File: config.mk
export PLATFORM = sky130hd
export DESIGN_NAME = twe_core
export DESIGN_NICKNAME = d
export VERILOG_FILES = /design/src/inc/twe_pkg.sv /design/src/rtl/twe_sync.sv /design/src/rtl/twe_fifo.sv /design/src/rtl/twe_core.sv
export VERILOG_INCLUDE_DIRS = /design/src /design/src/inc
export SDC_FILE = /design/constraint.sdc
export NUM_CORES = 1
export LEC_CHECK = 0
export BUFFER_PORTS_ARGS = -buffer_cell sky130_fd_sc_hd__buf_4
export CAP_MARGIN = 20
export CORE_MARGIN = 2
export CORE_UTILIZATION = 61
export DETAILED_ROUTE_END_ITERATION = 7
export PLACE_DENSITY = 0.9
export REMOVE_ABC_BUFFERS = 1
export SYNTH_ARGS = -nofsm -noshare
export SYNTH_HDL_FRONTEND = slang
export SYNTH_HIERARCHICAL = 1
export SYNTH_SLANG_ARGS = --single-unit
File: constraint.sdc
create_clock -name i_core_clk -period 3.7 [get_ports i_core_clk]
set_input_delay 0.185 -clock i_core_clk [delete_from_list [all_inputs] [get_ports i_core_clk]]
set_output_delay 0.185 -clock i_core_clk [all_outputs]
set_load 0.005 [all_outputs]
File: src/inc/twe_defines.svh
// constants and timing counts of the two-wire eeprom bus core
// Functional notes
// - small variant: 16 pages of eight bytes, 7-bit word address
// - large variant: 32 pages of eight bytes, 8-bit word address
// - data line changes only while the serial clock is low
// - data line change while clock high is start or stop, not data
// - falling data with clock high is start; begins a transfer
// - rising data with clock high is stop; ends the transaction
// - stop after a read sequence puts the device in standby
// - address and data move as serial 8-bit words both ways
// - device pulls data low in ninth clock to acknowledge each word; a data word that finds the fifo full is not acknowledged
// - standby at power-up and after stop once internal work ends
// - recovery: start, nine clocks, start, stop; then ready again
// - internal write cycle ends within 5 ms of the write stop
// - sample incoming bits on clock rise, shift outgoing on fall
// - data line driven open-drain only: pull low or release
`ifndef TWE_DEFINES_SVH
`define TWE_DEFINES_SVH

`define TWE_CLK_HZ 25000000
`define TWE_WR_TIME_MS 5
`define TWE_WR_CYCLES ((`TWE_WR_TIME_MS * `TWE_CLK_HZ) / 1000)
`define TWE_WR_CNT_W 17

`define TWE_CTRL_CODE 4'ha
`define TWE_SMALL_PAGES 16
`define TWE_LARGE_PAGES 32
`define TWE_SMALL_MASK 8'h7f
`define TWE_LARGE_MASK 8'hff
`define TWE_PAGE_SEL_MASK 8'hf8
`define TWE_PAGE_OFS_MASK 8'h07

`define TWE_CNT_ZERO 4'h0
`define TWE_CNT_ONE 4'h1
`define TWE_BYTE_LAST 4'h7
`define TWE_TX_LAST 4'h8

`define TWE_IDX_CMD 2'h0
`define TWE_IDX_ADDR 2'h1
`define TWE_IDX_DATA 2'h2

`define TWE_FIFO_DEPTH 8
`define TWE_SYNC_W 2

`endif

File: src/inc/twe_pkg.sv
// types shared by the two-wire eeprom bus core
package twe_pkg;

    typedef enum logic [3:0] {
        ST_IDLE,
        ST_RX,
        ST_RXD,
        ST_ACK,
        ST_TX,
        ST_TXA,
        ST_TXN,
        ST_WAIT,
        ST_WRITE
    } twe_state_e;

    typedef struct packed {
        logic scl;
        logic sda;
    } twe_pins_s;

    typedef struct packed {
        logic [7:0] addr;
        logic [7:0] data;
    } twe_wr_s;

endpackage : twe_pkg

File: src/rtl/twe_sync.sv
// two-stage synchroniser for pin inputs
`timescale 1ns/1ns
module twe_sync #(
    parameter int WIDTH = 2
) (
    input wire logic i_core_clk,
    input wire logic i_resetn,
    input wire logic [WIDTH-1:0] i_async,
    output logic [WIDTH-1:0] o_sync
);
    genvar g;
    generate
        for (g = 0; g < WIDTH; g++)
        begin : g_bit
            logic meta;
            logic stable;
            // resets high: an idle bus has both lines pulled up
            always_ff @(posedge i_core_clk)
            begin
                if (!i_resetn)
                begin
                    meta <= 1'b1;
                    stable <= 1'b1;
                end
                else
                begin
                    meta <= i_async[g];
                    stable <= meta;
                end
            end
            assign o_sync[g] = stable;
        end
    endgenerate
endmodule : twe_sync

File: src/rtl/twe_fifo.sv
// small synchronous fifo with valid and ready on both sides
`timescale 1ns/1ns
module twe_fifo #(
    parameter int WIDTH = 16,
    parameter int DEPTH = 8
) (
    input wire logic i_core_clk,
    input wire logic i_resetn,
    input wire logic i_valid,
    output logic o_ready,
    input wire logic [WIDTH-1:0] i_data,
    output logic o_valid,
    input wire logic i_ready,
    output logic [WIDTH-1:0] o_data
);
    localparam int AW = $clog2(DEPTH);

    logic [WIDTH-1:0] mem [DEPTH];
    logic [AW:0] wr_ptr;
    logic [AW:0] rd_ptr;

    wire full = (wr_ptr[AW] != rd_ptr[AW]) &&
        (wr_ptr[AW-1:0] == rd_ptr[AW-1:0]);
    wire empty = (wr_ptr == rd_ptr);
    wire do_wr = i_valid && !full;
    wire do_rd = i_ready && !empty;

    assign o_ready = !full;
    assign o_valid = !empty;
    assign o_data = mem[rd_ptr[AW-1:0]];

    always_ff @(posedge i_core_clk)
    begin
        if (do_wr)
            mem[wr_ptr[AW-1:0]] <= i_data;
    end

    always_ff @(posedge i_core_clk)
    begin
        if (!i_resetn)
        begin
            wr_ptr <= '0;
            rd_ptr <= '0;
        end
        else
        begin
            if (do_wr)
                wr_ptr <= wr_ptr + 1'b1;
            if (do_rd)
                rd_ptr <= rd_ptr + 1'b1;
        end
    end
endmodule : twe_fifo

File: src/rtl/twe_core.sv
// slave-side two-wire bus core of a small serial eeprom
`timescale 1ns/1ns
`include "twe_defines.svh"
module twe_core #(
    parameter bit LARGE_ARRAY = 1'b1,
    parameter int WRITE_CYCLES = `TWE_WR_CYCLES
) (
    input wire logic i_core_clk,
    input wire logic i_resetn,
    input wire logic i_scl,
    input wire logic i_sda,
    output logic o_sda_out,
    output logic o_sda_oe_n,
    output twe_pkg::twe_wr_s o_wr_data,
    output logic o_wr_valid,
    input wire logic i_wr_ready,
    input wire logic [7:0] i_rd_data,
    output logic [7:0] o_rd_addr,
    output logic o_rd_take,
    output logic o_standby,
    output logic o_write_busy
);
    import twe_pkg::*;

    twe_pins_s pins_raw;
    twe_pins_s pins_s;
    twe_state_e state;
    twe_state_e next_state;
    twe_wr_s wr_item;
    twe_wr_s next_item;

    logic scl_q;
    logic sda_q;
    logic [3:0] bit_cnt;
    logic [3:0] next_cnt;
    logic [7:0] rx_sh;
    logic [7:0] next_rx;
    logic [7:0] tx_sh;
    logic [7:0] next_tx;
    logic drive;
    logic next_drive;
    logic [1:0] byte_idx;
    logic [1:0] next_idx;
    logic rd_mode;
    logic next_rd;
    logic ack_q;
    logic next_ack;
    logic [7:0] word_addr;
    logic [7:0] next_addr;
    logic wr_pending;
    logic next_pend;
    logic [`TWE_WR_CNT_W-1:0] wr_cnt;
    logic [`TWE_WR_CNT_W-1:0] next_wcnt;
    logic rd_take;
    logic next_take;
    logic push;
    logic next_push;
    logic fifo_ready;
    logic [$bits(twe_wr_s)-1:0] fifo_q;

    // both pins cross into the core clock before any logic looks at them
    assign pins_raw.scl = i_scl;
    assign pins_raw.sda = i_sda;

    twe_sync #(.WIDTH(`TWE_SYNC_W)) u_sync (
        .i_core_clk(i_core_clk),
        .i_resetn(i_resetn),
        .i_async(pins_raw),
        .o_sync(pins_s)
    );

    // edges and bus conditions from the synchronised pins
    wire scl_s = pins_s.scl;
    wire sda_s = pins_s.sda;
    wire scl_rise = scl_s && !scl_q;
    wire scl_fall = !scl_s && scl_q;
    wire scl_high = scl_s && scl_q;
    wire start_det = scl_high && sda_q && !sda_s;
    wire stop_det = scl_high && !sda_q && sda_s;

    // word address width follows the array variant
    wire [7:0] addr_mask = LARGE_ARRAY ? `TWE_LARGE_MASK : `TWE_SMALL_MASK;
    wire [7:0] rx_byte = {rx_sh[6:0], sda_s};
    wire last_bit = (bit_cnt == `TWE_BYTE_LAST);
    wire is_cmd = (byte_idx == `TWE_IDX_CMD);
    wire is_addr = (byte_idx == `TWE_IDX_ADDR) && !rd_mode;
    wire is_data = (byte_idx == `TWE_IDX_DATA) && !rd_mode;
    wire cmd_ok = (rx_byte[7:4] == `TWE_CTRL_CODE);
    // a full fifo refuses the word: no acknowledge, master sees a nack
    wire byte_ok = is_cmd ? cmd_ok : (is_addr || (is_data && fifo_ready));
    wire load_now = scl_fall &&
        ((state == ST_ACK && rd_mode) || state == ST_TXN);
    // write: offset wraps inside the page, read: whole array wraps
    wire [7:0] page_next = (word_addr & `TWE_PAGE_SEL_MASK) |
        ((word_addr + 8'h01) & `TWE_PAGE_OFS_MASK);
    wire [7:0] read_next = (word_addr + 8'h01) & addr_mask;
    wire wr_done = (wr_cnt == `TWE_WR_CNT_W'(WRITE_CYCLES - 1));
    wire bus_live = (state != ST_WRITE);

    always_comb
    begin
        next_state = state;
        next_cnt = bit_cnt;
        next_rx = rx_sh;
        next_tx = tx_sh;
        next_drive = drive;
        next_idx = byte_idx;
        next_rd = rd_mode;
        next_ack = ack_q;
        next_addr = word_addr;
        next_pend = wr_pending;
        next_wcnt = wr_cnt;
        next_item = wr_item;
        next_take = 1'b0;
        next_push = 1'b0;
        case (state)
            ST_IDLE:
            begin
                next_drive = 1'b0;
            end
            ST_RX:
            begin
                if (scl_rise)
                begin
                    next_rx = rx_byte;
                    next_cnt = bit_cnt + `TWE_CNT_ONE;
                    if (last_bit)
                    begin
                        next_state = ST_RXD;
                        next_ack = byte_ok;
                        if (is_cmd)
                            next_rd = rx_byte[0];
                        if (is_addr)
                            next_addr = rx_byte & addr_mask;
                        if (is_data && fifo_ready)
                        begin
                            next_push = 1'b1;
                            next_pend = 1'b1;
                            next_item.addr = word_addr;
                            next_item.data = rx_byte;
                            next_addr = page_next;
                        end
                        if (byte_idx != `TWE_IDX_DATA)
                            next_idx = byte_idx + 2'h1;
                    end
                end
            end
            ST_RXD:
            begin
                if (scl_fall)
                begin
                    // acknowledge pull-down starts on the low after bit 8
                    next_drive = ack_q;
                    next_state = ack_q ? ST_ACK : ST_WAIT;
                end
            end
            ST_ACK:
            begin
                if (scl_fall)
                begin
                    next_drive = 1'b0;
                    next_cnt = `TWE_CNT_ZERO;
                    if (!rd_mode)
                        next_state = ST_RX;
                end
            end
            ST_TX:
            begin
                if (scl_fall)
                begin
                    if (bit_cnt == `TWE_TX_LAST)
                    begin
                        next_drive = 1'b0;
                        next_state = ST_TXA;
                    end
                    else
                    begin
                        next_drive = !tx_sh[7];
                        next_tx = {tx_sh[6:0], 1'b0};
                        next_cnt = bit_cnt + `TWE_CNT_ONE;
                    end
                end
            end
            ST_TXA:
            begin
                if (scl_rise)
                    next_state = sda_s ? ST_WAIT : ST_TXN;
            end
            ST_TXN:
            begin
                next_drive = 1'b0;
            end
            ST_WAIT:
            begin
                next_drive = 1'b0;
            end
            ST_WRITE:
            begin
                // pins ignored until the internal cycle is over
                next_drive = 1'b0;
                next_wcnt = wr_cnt + `TWE_WR_CNT_W'(1);
                if (wr_done)
                begin
                    next_state = ST_IDLE;
                    next_pend = 1'b0;
                end
            end
            default:
            begin
                next_state = ST_IDLE;
                next_drive = 1'b0;
            end
        endcase
        // first bit of a read word goes out on the same falling edge
        if (load_now)
        begin
            next_tx = {i_rd_data[6:0], 1'b0};
            next_drive = !i_rd_data[7];
            next_take = 1'b1;
            next_addr = read_next;
            next_cnt = `TWE_CNT_ONE;
            next_state = ST_TX;
        end
        if (bus_live && start_det)
        begin
            next_state = ST_RX;
            next_cnt = `TWE_CNT_ZERO;
            next_rx = 8'h00;
            next_idx = `TWE_IDX_CMD;
            next_rd = 1'b0;
            next_drive = 1'b0;
            next_take = 1'b0;
        end
        else if (bus_live && stop_det)
        begin
            next_drive = 1'b0;
            next_cnt = `TWE_CNT_ZERO;
            next_take = 1'b0;
            next_wcnt = '0;
            // a read or an empty write drops straight into standby
            next_state = wr_pending ? ST_WRITE : ST_IDLE;
        end
    end

    always_ff @(posedge i_core_clk)
    begin
        if (!i_resetn)
        begin
            scl_q <= 1'b1;
            sda_q <= 1'b1;
            state <= ST_IDLE;
            bit_cnt <= `TWE_CNT_ZERO;
            rx_sh <= 8'h00;
            tx_sh <= 8'h00;
            drive <= 1'b0;
            byte_idx <= `TWE_IDX_CMD;
            rd_mode <= 1'b0;
            ack_q <= 1'b0;
        end
        else
        begin
            scl_q <= scl_s;
            sda_q <= sda_s;
            state <= next_state;
            bit_cnt <= next_cnt;
            rx_sh <= next_rx;
            tx_sh <= next_tx;
            drive <= next_drive;
            byte_idx <= next_idx;
            rd_mode <= next_rd;
            ack_q <= next_ack;
        end
    end

    always_ff @(posedge i_core_clk)
    begin
        if (!i_resetn)
        begin
            word_addr <= 8'h00;
            wr_pending <= 1'b0;
            wr_cnt <= '0;
            wr_item <= '0;
            rd_take <= 1'b0;
            push <= 1'b0;
        end
        else
        begin
            word_addr <= next_addr;
            wr_pending <= next_pend;
            wr_cnt <= next_wcnt;
            wr_item <= next_item;
            rd_take <= next_take;
            push <= next_push;
        end
    end

    // received words wait here for the array programming side
    twe_fifo #(.WIDTH($bits(twe_wr_s)), .DEPTH(`TWE_FIFO_DEPTH)) u_fifo (
        .i_core_clk(i_core_clk),
        .i_resetn(i_resetn),
        .i_valid(push),
        .o_ready(fifo_ready),
        .i_data(wr_item),
        .o_valid(o_wr_valid),
        .i_ready(i_wr_ready),
        .o_data(fifo_q)
    );

    // open drain: only ever a low level, the enable does the work
    assign o_sda_out = 1'b0;
    assign o_sda_oe_n = !drive;
    assign o_wr_data = fifo_q;
    assign o_rd_addr = word_addr;
    assign o_rd_take = rd_take;
    assign o_standby = (state == ST_IDLE);
    assign o_write_busy = (state == ST_WRITE);
endmodule : twe_core

==> flow_summary.ini <==
[global_route]
antenna_found_initial = 0
track_usage_pct = 25.2
grt_pass1_wl_um = 32100
grt.overflow.total = 0
first_global_vias = 6209
grt_max_degree = 36

[routing]
via_per_inst = 6.35
wl_um = 19900
vias = 6043
drc = 0
firstDrtPassIters = 5
wl_per_cell_um = 21.0
first_iter_violations = 540
ant_nets = 0

[die]
die_area_sq_um = 16100
io_pins = 43
rows = 44
fp.dieH_um = 127
start_util_pct = 63.1
core-area_sq_um = 14600
die_width_um = 127

[timing]
worst_slack_ns = 0.725
finalSetupTns_ns = 0
setup_viol = 0
period_share_pct = 80.4
clock.fmax_mhz = 336
tightest_slew_ns = 0.965
maxSlewViolCount = 0
period_minus_slack_ns = 2.97
rsz0062_at_grt = no
hold_violations = 0
whs_ns = 0.00332
slew_headroom_pct = 35.6
clock_skew_ns = 0.00908

[cts]
clock_latency_ns = 0.51
clock_sinks = 216
cts_tree = built
clockBufferDepth = 3
clkTransAtPathRegs_ns = 0.07
cts_root_buf = clkbuf_16
htreeDepth = 1
cts_made_buffers = 22

[placement]
gp_congestion = 0.886
port_buffers = 41
place_hpwl_um = 12100
pre_cts_slack_ns = 0.933

[pwr]
cellLeakagePower_nw = 3.52
ir_worst_vdd_mv = 0.368
powerDensity_nw_per_um2 = 473

[critical_path]
critPathKind = reg -> reg
cp_slowest_cell = nor4_4
critPathTopFamily = simple AND/OR/NAND/NOR gates
critPathRequiredTime_ns = 4.06
cp.arrival_ns = 3.34
r2r_slack_ns = 0.73
crit_path_max_incr_delay_ns = 0.66
critical_path.cell_chain = xor2_1, nor4_4, inv_1, nand2_1, nor2_1, nor2_1, nand2_1, a311oi_1
critPathCaptureType = flip-flop
path_max_fanout = 12
crit_buf_inv = 1
startpoint_type = flip-flop

[hold_path]
hold_path_class = in -> reg

[logic_synthesis]
syn-cell-area_sq_um = 9240
syn_avg_cell_area_sq_um = 13.1
yosysWarnings = 6
async_flop_share_pct = 0
ys_ff_latch = 216
synth_edf_count = 128
syn_inst = 706
ys_types = 71
synth_top_flop_cell = edfxtp_1
synth-seq-area-share_pct = 60.7

[final_layout]
num_antenna_cells = 0
syn2layout_area_growth_pct = 13.0
layout-drive-gt1-share_pct = 19.8
finalCoreUtilization_pct = 71.3
fin_nets = 774
mostFrequentLayoutCells = 128 x edfxtp_1, 87 x dfxtp_1, 70 x nand2_1
final_common_cell = edfxtp_1

[job]
cap_violations = 0

[outcome]
status = completed
==> kinds of logic (layout without fill, tap and decap cells) <==
kind of cell,count (synthesis),after routing,share of synthesized area (%)
simple gates,224,224,12.5
flops,216,216,60.7
compound gates,108,108,7.79
mux,69,69,12.0
buf+inv,52,114,2.86
xor+xnor,27,27,2.84
fa+ha+maj,9,9,1.22
other cells,1,1,0.0406
==> cell usage after synthesis (7+ instances only) <==
library cell	instances	share of area, %
nand3_1	11	0.60
edfxtp_1	128	42
mux2i_1	21	2.3
a22oi_1	11	0.89
ha_1	9	1.2
nor2_1	50	2.0
a211oi_1	7	0.57
clkbuf_1	14	0.57
xor2_1	10	0.95
inv_1	13	0.53
o21ai_0	11	0.60
mux4_2	32	7.8
xnor2_1	15	1.4
and3_1	7	0.47
nand4_1	8	0.54
nand2b_1	21	1.4
mux2_2	16	2.0
buf_2	9	0.49
a21oi_1	43	2.3
dfxtp_1	88	19
nor3_1	11	0.60
nand2_1	70	2.8
==> through the flow <==
stage	instances	power (mW)	cell area, sq um
floorplan	668	2.84	9030
global placement	904	2.94	9690
detailed placement	904	2.95	9690
CTS	952	4.97	10400
global route	952	5.08	10400
finish	952	4.94	10400
==> final timing paths <==
path / from / endpoint / cells past startpoint
hold / removal: i_rd_data[4] / tx_sh[5] / 3
setup reg to reg: u_fifo/wr_ptr[1] / o_rd_addr[0] / 8
hold reg to reg: u_sync/g_bit[1].meta / u_sync/g_bit[1].stable / 1
setup / recovery: u_fifo/wr_ptr[1] / o_rd_addr[0] / 8
==> routing by layer <==
layer / part of all wire, % / routed length [um] / GRT usage, %
met1: 38 / 7580 / 31.4
met3: 6.6 / 1330 / 3.85
met5: 0 / 0 / 0
met2: 52 / 10400 / 44.8
met4: 3.2 / 648 / 9.57
==> where the power goes <==
group	total, mW	internal, mW	switching (mW)
logic	0.358	0.193	0.164
clock network	2.03	1.15	0.882
registers	2.55	2.53	0.0166
total	4.94	3.87	1.06
==> cell type report <==
class,instances,area (sq um)
clock inverter,7,48.8
sequential,216,5610
tap,184,230
fill,940,4210
timing repair buffer,60,470
inverter,14,53.8
multi-input combinational,438,3410
clock buffer,33,612
==> registers in the layout (all words and copies together), names as in the netlist, named ones only <==
register             cells
rd_mode                  1
u_sync/g_bit.stable      2
scl_q                    1
o_rd_addr                8
state                    4
push                     1
rx_sh                    7
drive                    1
bit_cnt                  4
u_fifo/mem             128
u_fifo/wr_ptr            4
wr_pending               1
byte_idx                 2
u_fifo/rd_ptr            4
tx_sh                    7
o_rd_take                1
u_sync/g_bit.meta        2
wr_cnt                  17
sda_q                    1
ack_q                    1
wr_item                 16
==> what timing repair did <==
action | in CTS | in global routing
hold buffers | 8 | 0
gates resized for setup | 0 | 0
setup buffers | 0 | 0
endpoints found under the hold margin | 8 | 0
==> worst reg2reg max path: cells and delay by family, from the launching register on <==
kind	cells	cell delay [ns]
and+or+nand+nor	5	1.36
buffers and inverters	1	0.14
AOI/OAI and AO/OA	1	0.45
DFF	1	0.61
xor gates and xnor gates	1	0.27
Power figures use the tool's default switching activity.
